File: src/inc/vendor_cfg_pkg.sv
// package: offsets, field positions, reset values and carriers for the vendor config bank
package vendor_cfg_pkg;

    // register offsets in configuration space (byte addresses)
    localparam logic [7:0] off_tl_tuning      = 8'h8c;
    localparam logic [7:0] off_phy_lane_delta = 8'h90;
    localparam logic [7:0] off_phy_margin_eq  = 8'h94;
    localparam logic [7:0] off_opmode_refclk  = 8'h98;
    localparam logic [7:0] off_subsys_cap     = 8'hb0;
    localparam logic [7:0] off_subsys_codes   = 8'hb4;
    localparam logic [7:0] off_general_pin    = 8'hb8;

    // transaction-layer tuning field positions
    localparam int tl_order_dis_bit    = 6;
    localparam int tl_overpass_dis_bit = 5;
    localparam int tl_retry_lsb        = 8;
    localparam int tl_port_dis_bit     = 10;
    localparam int tl_reset_sel_bit    = 11;
    localparam logic [31:0] tl_write_mask = 32'h0000_0060;
    localparam logic [31:0] tl_reset_val  = 32'h0079_0010;

    // physical-layer parameter resets
    localparam logic [6:0]  lane_mode_reset   = 7'h00;
    localparam logic [16:0] delta_reset       = 17'h0_0001;
    localparam logic [15:0] tx_margin_reset   = 16'h116b;
    localparam logic [7:0]  eq_reset_upstream = 8'h86;
    localparam logic [7:0]  eq_reset_down     = 8'h00;

    // reference clock buffer control
    localparam int          refclk_master_bit = 20;
    localparam logic [3:0]  refclk_pair_reset = 4'hf;

    // capability header
    localparam logic [7:0]  cap_id_subsys     = 8'h0d;
    localparam logic [7:0]  cap_next_reset    = 8'hc0;

    // subsystem code resets; a default load replaces them in any real system
    localparam logic [15:0] vendor_code_reset = 16'h1d2e; // arbitrary value
    localparam logic [15:0] device_code_reset = 16'h2e3f; // arbitrary value

    // general pin control fields
    localparam int pin_in_bit   = 0;
    localparam int pin_dir_bit  = 1;
    localparam int pin_data_bit = 2;

    // config space request
    typedef struct packed {
        logic       rd;
        logic       wr;
        logic [7:0] addr;
        logic [31:0] wdata;
        logic [3:0] be;
    } cfg_req_type;

    // default overrides from management bus or eeprom autoload
    typedef struct packed {
        logic        load;
        logic [31:0] tl_tuning;
        logic [6:0]  lane_mode;
        logic [16:0] delta;
        logic [15:0] tx_margin;
        logic [7:0]  equaliser;
        logic [15:0] op_mode;
        logic [3:0]  refclk_pairs;
        logic        refclk_master;
        logic [7:0]  cap_next;
        logic [15:0] vendor_code;
        logic [15:0] device_code;
    } default_load_type;

endpackage : vendor_cfg_pkg

File: src/hw/switch_port_vendor_config_regs.sv
// vendor-specific configuration register bank of one switch port
// Functional notes
// - defaults replaceable by management bus or eeprom
// - master refclk bit: 0 enable, 1 disable
// - four per-pair refclk enables, reset enabled
// - master disable resets from powerdown strap
// - capability id reads fixed subsystem id 0Dh
// - next pointer resets to serial-bus capability
// - read-only 16-bit subsystem vendor code
// - read-only 16-bit subsystem device code, upper
// - pin zero input bit shows pin level
// - pin zero direction bit, reset input
// - data driven only when output, reset 0
// - pin control register upstream port only
// - ordering-disable bit kills relaxed ordering, reset 0
// - port-disable bit disables the port
// - reset select honoured on upstream only
// - two-bit rate change retry count, reset 00
// - operation mode word layout from mode inputs
// - equaliser upstream only, 86h else 00h
// - seven-bit lane mode, separate global delta
`timescale 1ns/1ps
`default_nettype none
module switch_port_vendor_config_regs
    import vendor_cfg_pkg::*;
#(
    parameter bit is_upstream = 1'b1
) (
    // clock and reset
    input  wire logic              core_clk,
    input  wire logic              reset_n,
    // configuration space access
    input  wire cfg_req_type       cfg_req,
    output logic [31:0]            cfg_rdata,
    output logic                   cfg_ack,
    // default override path
    input  wire default_load_type  dflt,
    // straps and mode indications
    input  wire logic              refclk_powerdown_strap,
    input  wire logic              test_shift_mode,
    input  wire logic [2:0]        package_variant_select,
    input  wire logic              physical_layer_variant,
    input  wire logic              debug_mode,
    input  wire logic              fast_sim_mode,
    input  wire logic              quiescent_current_test_n,
    input  wire logic              serial_rom_skip,
    // general pin zero, three-signal form
    input  wire logic              gpin0_in,
    output logic                   gpin0_out,
    output logic                   gpin0_oe_n,
    // controls toward the port
    output logic                   relaxed_order_off,
    output logic                   port_disabled,
    output logic                   reset_select,
    output logic [1:0]             rate_change_retry_select,
    output logic [3:0]             refclk_output_pairs,
    output logic [6:0]             lane_mode,
    output logic [7:0]             multilane_receive_equaliser
);

    // software-visible register state
    logic [31:0] tl_q;
    logic [6:0]  lane_q;
    logic [16:0] delta_q;
    logic [15:0] margin_q;
    logic [7:0]  eq_q;
    logic [15:0] opmode_q;

    // reference clock buffer state
    logic [3:0]  pairs_q;
    logic        master_q;
    logic        strap_taken_q;
    logic        master_eff;

    // capability and identification state
    logic [7:0]  next_q;
    logic [15:0] vendor_q;
    logic [15:0] device_q;

    // general pin zero state
    logic        pin_dir_q;
    logic        pin_data_q;
    logic        pin_in_q;

    // assembled read words, one per implemented offset
    logic [31:0] word_tl;
    logic [31:0] word_lane_delta;
    logic [31:0] word_margin_eq;
    logic [31:0] word_opmode;
    logic [31:0] word_cap;
    logic [31:0] word_codes;
    logic [31:0] word_pin;

    // read mux result and write strobes
    logic [31:0] rdata_d;
    logic        wr_tl;
    logic        wr_pin;

    // writes need byte lane zero, where every writable bit sits
    assign wr_tl  = cfg_req.wr && cfg_req.addr == off_tl_tuning && cfg_req.be[0];
    assign wr_pin = cfg_req.wr && cfg_req.addr == off_general_pin && cfg_req.be[0]
                    && is_upstream;

    // until the strap is captured the bit follows the pin, so no stale enable leaks out
    assign master_eff = strap_taken_q ? master_q : refclk_powerdown_strap;

    // tuning word: only the two writable bits take software data
    always_ff @(posedge core_clk or negedge reset_n) begin
        if (!reset_n) begin
            tl_q <= tl_reset_val;
        end else if (dflt.load) begin
            tl_q <= dflt.tl_tuning & ~32'h4000_e000;
        end else if (wr_tl) begin
            tl_q <= (tl_q & ~tl_write_mask) | (cfg_req.wdata & tl_write_mask);
        end
    end

    // lane mode and global delta, read-only to software
    always_ff @(posedge core_clk or negedge reset_n) begin
        if (!reset_n) begin
            lane_q  <= lane_mode_reset;
            delta_q <= delta_reset;
        end else if (dflt.load) begin
            lane_q  <= dflt.lane_mode;
            delta_q <= dflt.delta;
        end
    end

    // transmit margin and receive equaliser; the equaliser exists upstream only
    always_ff @(posedge core_clk or negedge reset_n) begin
        if (!reset_n) begin
            margin_q <= tx_margin_reset;
            eq_q     <= is_upstream ? eq_reset_upstream : eq_reset_down;
        end else if (dflt.load) begin
            margin_q <= dflt.tx_margin;
            eq_q     <= is_upstream ? dflt.equaliser : eq_reset_down;
        end
    end

    // operation mode snapshot of the live mode inputs
    always_ff @(posedge core_clk or negedge reset_n) begin
        if (!reset_n) begin
            opmode_q <= 16'h0000;
        end else begin
            opmode_q <= {7'd0, test_shift_mode, package_variant_select,
                         physical_layer_variant, debug_mode, fast_sim_mode,
                         quiescent_current_test_n, serial_rom_skip};
        end
    end

    // strap capture flag: the strap level only matters right after reset
    always_ff @(posedge core_clk or negedge reset_n) begin
        if (!reset_n) begin
            strap_taken_q <= 1'b0;
        end else if (dflt.load || !strap_taken_q) begin
            strap_taken_q <= 1'b1;
        end
    end

    // master disable: strap first, then whatever a default load brings
    always_ff @(posedge core_clk or negedge reset_n) begin
        if (!reset_n) begin
            master_q <= 1'b0; // constant in reset; master_eff covers the gap
        end else if (dflt.load) begin
            master_q <= dflt.refclk_master;
        end else if (!strap_taken_q) begin
            master_q <= refclk_powerdown_strap;
        end
    end

    // per-pair enables, reset to all enabled
    always_ff @(posedge core_clk or negedge reset_n) begin
        if (!reset_n) begin
            pairs_q <= refclk_pair_reset;
        end else if (dflt.load) begin
            pairs_q <= dflt.refclk_pairs;
        end
    end

    // next-capability pointer, loadable default
    always_ff @(posedge core_clk or negedge reset_n) begin
        if (!reset_n) begin
            next_q <= cap_next_reset;
        end else if (dflt.load) begin
            next_q <= dflt.cap_next;
        end
    end

    // subsystem codes, read-only to software
    always_ff @(posedge core_clk or negedge reset_n) begin
        if (!reset_n) begin
            vendor_q <= vendor_code_reset;
            device_q <= device_code_reset;
        end else if (dflt.load) begin
            vendor_q <= dflt.vendor_code;
            device_q <= dflt.device_code;
        end
    end

    // pin level sample; the pin is taken as synchronous to core_clk
    always_ff @(posedge core_clk or negedge reset_n) begin
        if (!reset_n) begin
            pin_in_q <= 1'b0;
        end else begin
            pin_in_q <= gpin0_in;
        end
    end

    // pin direction and output data, written by software
    always_ff @(posedge core_clk or negedge reset_n) begin
        if (!reset_n) begin
            pin_dir_q  <= 1'b0;
            pin_data_q <= 1'b0;
        end else if (wr_pin) begin
            pin_dir_q  <= cfg_req.wdata[pin_dir_bit];
            pin_data_q <= cfg_req.wdata[pin_data_bit];
        end
    end

    // read words; reserved positions are tied to zero here
    assign word_tl         = tl_q;
    assign word_lane_delta = {delta_q, 8'h00, lane_q};
    assign word_margin_eq  = {8'h00, eq_q, margin_q};
    assign word_opmode     = {11'h000, master_eff, pairs_q, opmode_q};
    assign word_cap        = {16'h0000, next_q, cap_id_subsys};
    assign word_codes      = {device_q, vendor_q};
    assign word_pin        = is_upstream ? {29'h0, pin_data_q, pin_dir_q, pin_in_q}
                                         : 32'h0000_0000;

    // read mux; unmapped offsets return zero
    always_comb begin
        rdata_d = 32'h0000_0000;
        unique case (cfg_req.addr)
            off_tl_tuning:      rdata_d = word_tl;
            off_phy_lane_delta: rdata_d = word_lane_delta;
            off_phy_margin_eq:  rdata_d = word_margin_eq;
            off_opmode_refclk:  rdata_d = word_opmode;
            off_subsys_cap:     rdata_d = word_cap;
            off_subsys_codes:   rdata_d = word_codes;
            off_general_pin:    rdata_d = word_pin;
            default:            rdata_d = 32'h0000_0000;
        endcase
    end

    // acknowledge one cycle after any access
    always_ff @(posedge core_clk or negedge reset_n) begin
        if (!reset_n) begin
            cfg_ack <= 1'b0;
        end else begin
            cfg_ack <= cfg_req.rd | cfg_req.wr;
        end
    end

    // read data stands with the acknowledge only; writes answer with zero
    always_ff @(posedge core_clk or negedge reset_n) begin
        if (!reset_n) begin
            cfg_rdata <= 32'h0000_0000;
        end else begin
            cfg_rdata <= cfg_req.rd ? rdata_d : 32'h0000_0000;
        end
    end

    // pin zero drivers; oe_n low means the bank drives the pin
    always_ff @(posedge core_clk or negedge reset_n) begin
        if (!reset_n) begin
            gpin0_out  <= 1'b0;
            gpin0_oe_n <= 1'b1;
        end else begin
            gpin0_out  <= pin_dir_q & pin_data_q;
            gpin0_oe_n <= ~(pin_dir_q & is_upstream);
        end
    end

    // transaction-layer controls toward the port
    always_ff @(posedge core_clk or negedge reset_n) begin
        if (!reset_n) begin
            relaxed_order_off        <= 1'b0;
            port_disabled            <= 1'b0;
            reset_select             <= 1'b0;
            rate_change_retry_select <= 2'b00;
        end else begin
            relaxed_order_off        <= tl_q[tl_order_dis_bit];
            port_disabled            <= tl_q[tl_port_dis_bit];
            reset_select             <= tl_q[tl_reset_sel_bit] & is_upstream;
            rate_change_retry_select <= tl_q[tl_retry_lsb +: 2];
        end
    end

    // clock pairs: the master disable overrides every per-pair enable
    always_ff @(posedge core_clk or negedge reset_n) begin
        if (!reset_n) begin
            refclk_output_pairs <= 4'h0;
        end else begin
            refclk_output_pairs <= master_eff ? 4'h0 : pairs_q;
        end
    end

    // physical-layer settings toward the lanes
    always_ff @(posedge core_clk or negedge reset_n) begin
        if (!reset_n) begin
            lane_mode                   <= 7'h00;
            multilane_receive_equaliser <= 8'h00;
        end else begin
            lane_mode                   <= lane_q;
            multilane_receive_equaliser <= eq_q;
        end
    end

endmodule // switch_port_vendor_config_regs
`default_nettype wire

File: config.mk
export PLATFORM = sky130hd
export DESIGN_NAME = switch_port_vendor_config_regs
export DESIGN_NICKNAME = d
export VERILOG_FILES = /design/src/inc/vendor_cfg_pkg.sv /design/src/hw/switch_port_vendor_config_regs.sv
export SDC_FILE = /design/constraint.sdc
export NUM_CORES = 1
export LEC_CHECK = 0
export BUFFER_PORTS_ARGS = -buffer_cell sky130_fd_sc_hd__buf_4
export CORE_MARGIN = 5
export CORE_UTILIZATION = 33
export DETAILED_ROUTE_END_ITERATION = 10
export PLACE_DENSITY_LB_ADDON = 0.08
export SYNTH_ARGS = -nofsm -noshare
export SYNTH_HDL_FRONTEND = slang
export SYNTH_SLANG_ARGS = --single-unit
File: constraint.sdc
create_clock -name core_clk -period 3.41 [get_ports core_clk]
set_input_delay 0.341 -clock core_clk [delete_from_list [all_inputs] [get_ports core_clk]]
set_output_delay 0.341 -clock core_clk [all_outputs]
set_load 0.01 [all_outputs]
; ---- After elaboration in Yosys (flattened, before gate mapping)
; Cells that the tools add are included.
[totals]
input_bits = 201
out_inout_bits = 59
reg_bits = 197
word_cells = 51
[op_classes]
bitwise = 4
mux = 7
n_reduce_logical = 7
eq_ne = 7
[ops]
columns = op, n
row1 = $pmux 32 s7, 1
row2 = $mux 32, 3
row3 = $eq 8x8->1 const B, 7
row4 = $or 32x7->32, 1
row5 = $logic_and 1x1->1, 4
row6 = $mux 4, 1
row7 = $mux 1, 2
row8 = $reduce_bool 2->1, 1
row9 = $and 1x1->1, 1
row10 = $logic_not 1->1, 1
row11 = $logic_or 1x1->1, 1
row12 = $not 1->1, 1
row13 = $or 1x1->1, 1

; ---- Logic depth before layout (Yosys ltp)
[depth]
word_depth = 5
depth_mapped = 7
mapped_depth_nobuf = 4

; ---- Least setup slack after synthesis
; Ideal clock, no wire load.
[synth_timing]
kind = input-to-reg
start = input port cfg_req[38] (netlist name)
end = register pin_data_q
setup_time_ns = 0.125
setup_slack_ns = 1.706
t_required_ns = 3.285
arrival_time_ns = 1.579
path_stages = 5
path_buffers = 1
cell_sequence = buf_2 or4b_4 nor2b_2 and2_4 mux2_4
[synth_between]
elab_chain_len = 3
[synth_lines]
columns = item, line_no
row1 = from (decl), switch_port_vendor_config_regs.sv:33  ; input wire cfg_req_type cfg_req,
row2 = $eq 8x8->1, switch_port_vendor_config_regs.sv:101  ; assign wr_pin = cfg_req.wr && cfg_req.addr == off_general_pin && cfg_req.be[0]
row3 = $logic_and 1x1->1 (2 in a row), switch_port_vendor_config_regs.sv:101
row4 = to (signal assigned), switch_port_vendor_config_regs.sv:216  ; pin_data_q <= cfg_req.wdata[pin_data_bit];
row5 = to (decl), switch_port_vendor_config_regs.sv:82  ; logic pin_data_q;
; Every way passes these cells.
; A chain may end at the register's enable or synchronous reset.

; ---- Worst setup path after layout
[layout_timing]
start = input port cfg_req[38] (netlist name)
end = register cfg_rdata[5]
[layout_between]
elab_chain_len = 3
elab_cells_between_ends = 9
cone_classes = 7 x eq/ne / 2 x mux
[layout_lines]
columns = item, line_no
row1 = $eq 8x8->1, switch_port_vendor_config_regs.sv:233  ; unique case (cfg_req.addr)
row2 = $pmux 32 s7 (*), switch_port_vendor_config_regs.sv:233
row3 = $mux 32 (*), switch_port_vendor_config_regs.sv:259  ; cfg_rdata <= cfg_req.rd ? rdata_d : 32'h0000_0000;
row4 = to (signal assigned), switch_port_vendor_config_regs.sv:259
row5 = to (decl), switch_port_vendor_config_regs.sv:34  ; output logic [31:0] cfg_rdata,
; Mark *: on every way between the ends. The rest lies on a longest branch, timed or not.

==> qor.txt <==
Run status = complete, no violations
Number of synthesized flops with an enable pin = 0
Min-delay src = gpin0_in
Critical path's slowest cell = and3_2
Crit path launch type = primary input
Die Area = 26,200 µm²
Num CTS Buffers = 17
Worst r2r path cells = 5
Hold Path Sink = pin_in_q
Hold WC Path Type = in -> reg
Initial antenna violation count = 0
Final worst-path cycle share = 54.3%
Drt total wl = 21,600 µm
Antenna diodes = 0
Most used DFF post-synth = dfrtp_1
DRT iter0 DRCs = 312
Crit path from = cfg_req[38]
Achievable Freq = 0.540 GHz
Final max-slew violation count = 0
Vias in the first global route = 5,630
Seq/Total Area, Yosys = 64.3%
Pre-Repair DR Iteration Count = 5
Grt ovf = 0
Setup TNS = 0 ps
Sink Count = 193
DRT antenna net count = 0
Setup WS pre-CTS = 1100 ps
Crit Path Category = in -> reg
Leakage = 0.00444 µW
Rel. slew slack = 37.0%
Synth cell types = 43
Worst skew pair latency = 420 ps
I/O Pins = 260
CTS tree = yes
Hold depth = 1
DRC = 0
Clock slew at reported path FFs = 70 ps
Post-layout minimum cycle time = 1850 ps
Largest net degree at the start of global routing = 93
Max_cap viols = 0
Post-Syn Instances = 510
Worst r2r src = strap_taken_q
Share of cells above drive strength 1 = 57.9%
H-tree level count = 4
Setup Skew = 7.32 ps
Post-DP HPWL = 14,400 µm
Final setup margin = 1560 ps
Final hold vios = 0
WHS = 22.9 ps
Clk buf depth = 2
R2r setup slk = 2030 ps
Starting Density = 33.6%
Clock Root Buffer = clkbuf_16
Die width = 162 µm
PwrDens = 502 nW/µm²
Asr flop ratio synth = 100%
Syn Area/Cell = 14.9 µm²
DR vias = 5,016
Critical Path AT = 2180 ps
Critical Path, Cell by Cell = buf_4 -> and4bb_1 -> and3_2 -> a222oi_1 -> a21oi_1
# rows = 55
Mapped cell area = 7600 µm²
Worst path required time = 3740 ps
Die Y = 162 µm
CP Max Fanout = 28
Worst-Margin Slew = 945 ps
First-pass GRT wire length = 33,400 µm
Placer congestion estimate = 0.756
Worst VDD drop = 0.000250 V
Flops & latches, synth = 193
Final Setup Violations = 0
Synth-to-layout area growth = 32.5%
Slowest stage delay, CP = 730 ps
Core area = 22,600 µm²
R2r endpoint = cfg_rdata[20]
RSZ-0062 raised after global routing = no
Port-buffer cells = 208
Routed vias/inst = 4.94
Fin nets = 919
Critical Path End Type = flip-flop
Total track usage = 16.7%
Routed len/inst = 21.2 µm
Yosys warnings = 0
Synthesized Nets = 711
==> critical path, delay by kind of cell <==
kind / cells / cell delay (ps)
and+or+nand+nor: 2 / 1070
AOI/OAI and AO/OA: 2 / 400
buffers and inverters: 1 / 330
==> per-stage QoR <==
stage | cell area (µm²) | power, µW | cells | util (%)
6_report | 10100 | 5060 | 1016 | 44.4
5_1_grt | 10100 | 5300 | 1016 | 44.4
4_1_cts | 10100 | 5140 | 1015 | 44.4
3_5_place_dp | 9460 | 3170 | 980 | 41.8
3_3_place_gp | 9460 | 3150 | 980 | 41.8
2_1_floorplan | 7600 | 2860 | 510 | -
==> repair_timing <==
item,4_1_cts,5_1_grt
hold endpoints to repair,50,1
setup buffers,0,0
gates resized for setup,0,0
hold buffers,3,1
==> logic make-up (layout without fill, tap and decap cells) <==
kind of cell / count (synthesis) / in the layout / synth area share, %
multiplexers: 133 / 133 / 19.7
flip-flops: 193 / 193 / 64.3
AO/OA/AOI/OAI: 76 / 76 / 7.91
other: 1 / 1 / 0.0494
buffers and inverters: 37 / 258 / 2.82
AND/OR/NAND/NOR: 70 / 70 / 5.30
==> cells in the mapped netlist, types with 4 or more instances <==
cell type  count  share of area (%)
a22oi_1       11                1.1
a21oi_1       13               0.86
a31oi_1        5               0.41
nor2b_1        5               0.41
dfrtp_1      151                 50
nor2_1        16               0.79
buf_6          5               0.74
buf_2         18                1.2
dfstp_2       42                 15
a222oi_1      19                2.5
clkbuf_1       8               0.40
mux2i_1        9                1.2
o21ai_0        5               0.33
a22o_1         9                1.0
a32o_1         5               0.66
mux2_2       122                 18
buf_4          4               0.40
and2_1         8               0.66
nand2_1       20               0.99
==> layout by cell type, fill, tap and decap left out, types with 11 or more instances in the layout <==
cell type	netlist	routed
buf_4	4	216
dfrtp_1	151	151
clkbuf_16	0	17
nand2_1	20	20
a21oi_1	13	13
mux2_2	122	122
a22oi_1	11	11
nor2_1	16	16
a222oi_1	19	19
dfstp_2	42	42
==> layer usage <==
layer  vias to the layer above  share of wire (%)  track usage, %
met3                        21                5.9            5.10
met4                         0                1.5            4.96
met1                      2580                 44            21.8
li1                       2283                  -               -
met2                       132                 49            27.2
met5                         -                  0               0
==> report_power, final <==
part | internal [µW] | switching, µW | total [µW]
sequential | 2510 | 92.9 | 2600
clock | 1020 | 910 | 1930
combinational | 309 | 215 | 524
==> flip-flops by register name, indices dropped and copies added (netlist names), 2 cells and up <==
register and count:
refclk_output_pairs 4, pairs_q 4, cfg_rdata 32, opmode_q 9
device_q 16, delta_q 17, next_q 8, margin_q 16
vendor_q 16, eq_q 8, lane_mode 7, multilane_receive_equaliser 8
rate_change_retry_select 2, tl_q 28, lane_q 7
==> final cells by class <==
cell class,instances,area (µm²)
fillers,2084,12600
inverters,2,7.51
clock inverters,12,125
multi-input cells,280,2520
repair buffers,224,1740
clock buffers,20,437
flip-flops and latches,193,4880
well taps,285,357
==> worst max-delay path by stage <==
stage | to | slack (ps)
finish | cfg_rdata[5] | 1560
global route | cfg_rdata[5] | 1400
detailed placement | cfg_rdata[5] | 1100
floorplan | pin_data_q | 1710
global placement | cfg_rdata[18] | 1100
CTS | cfg_rdata[5] | 1550
Power figures use the tool's default switching activity.
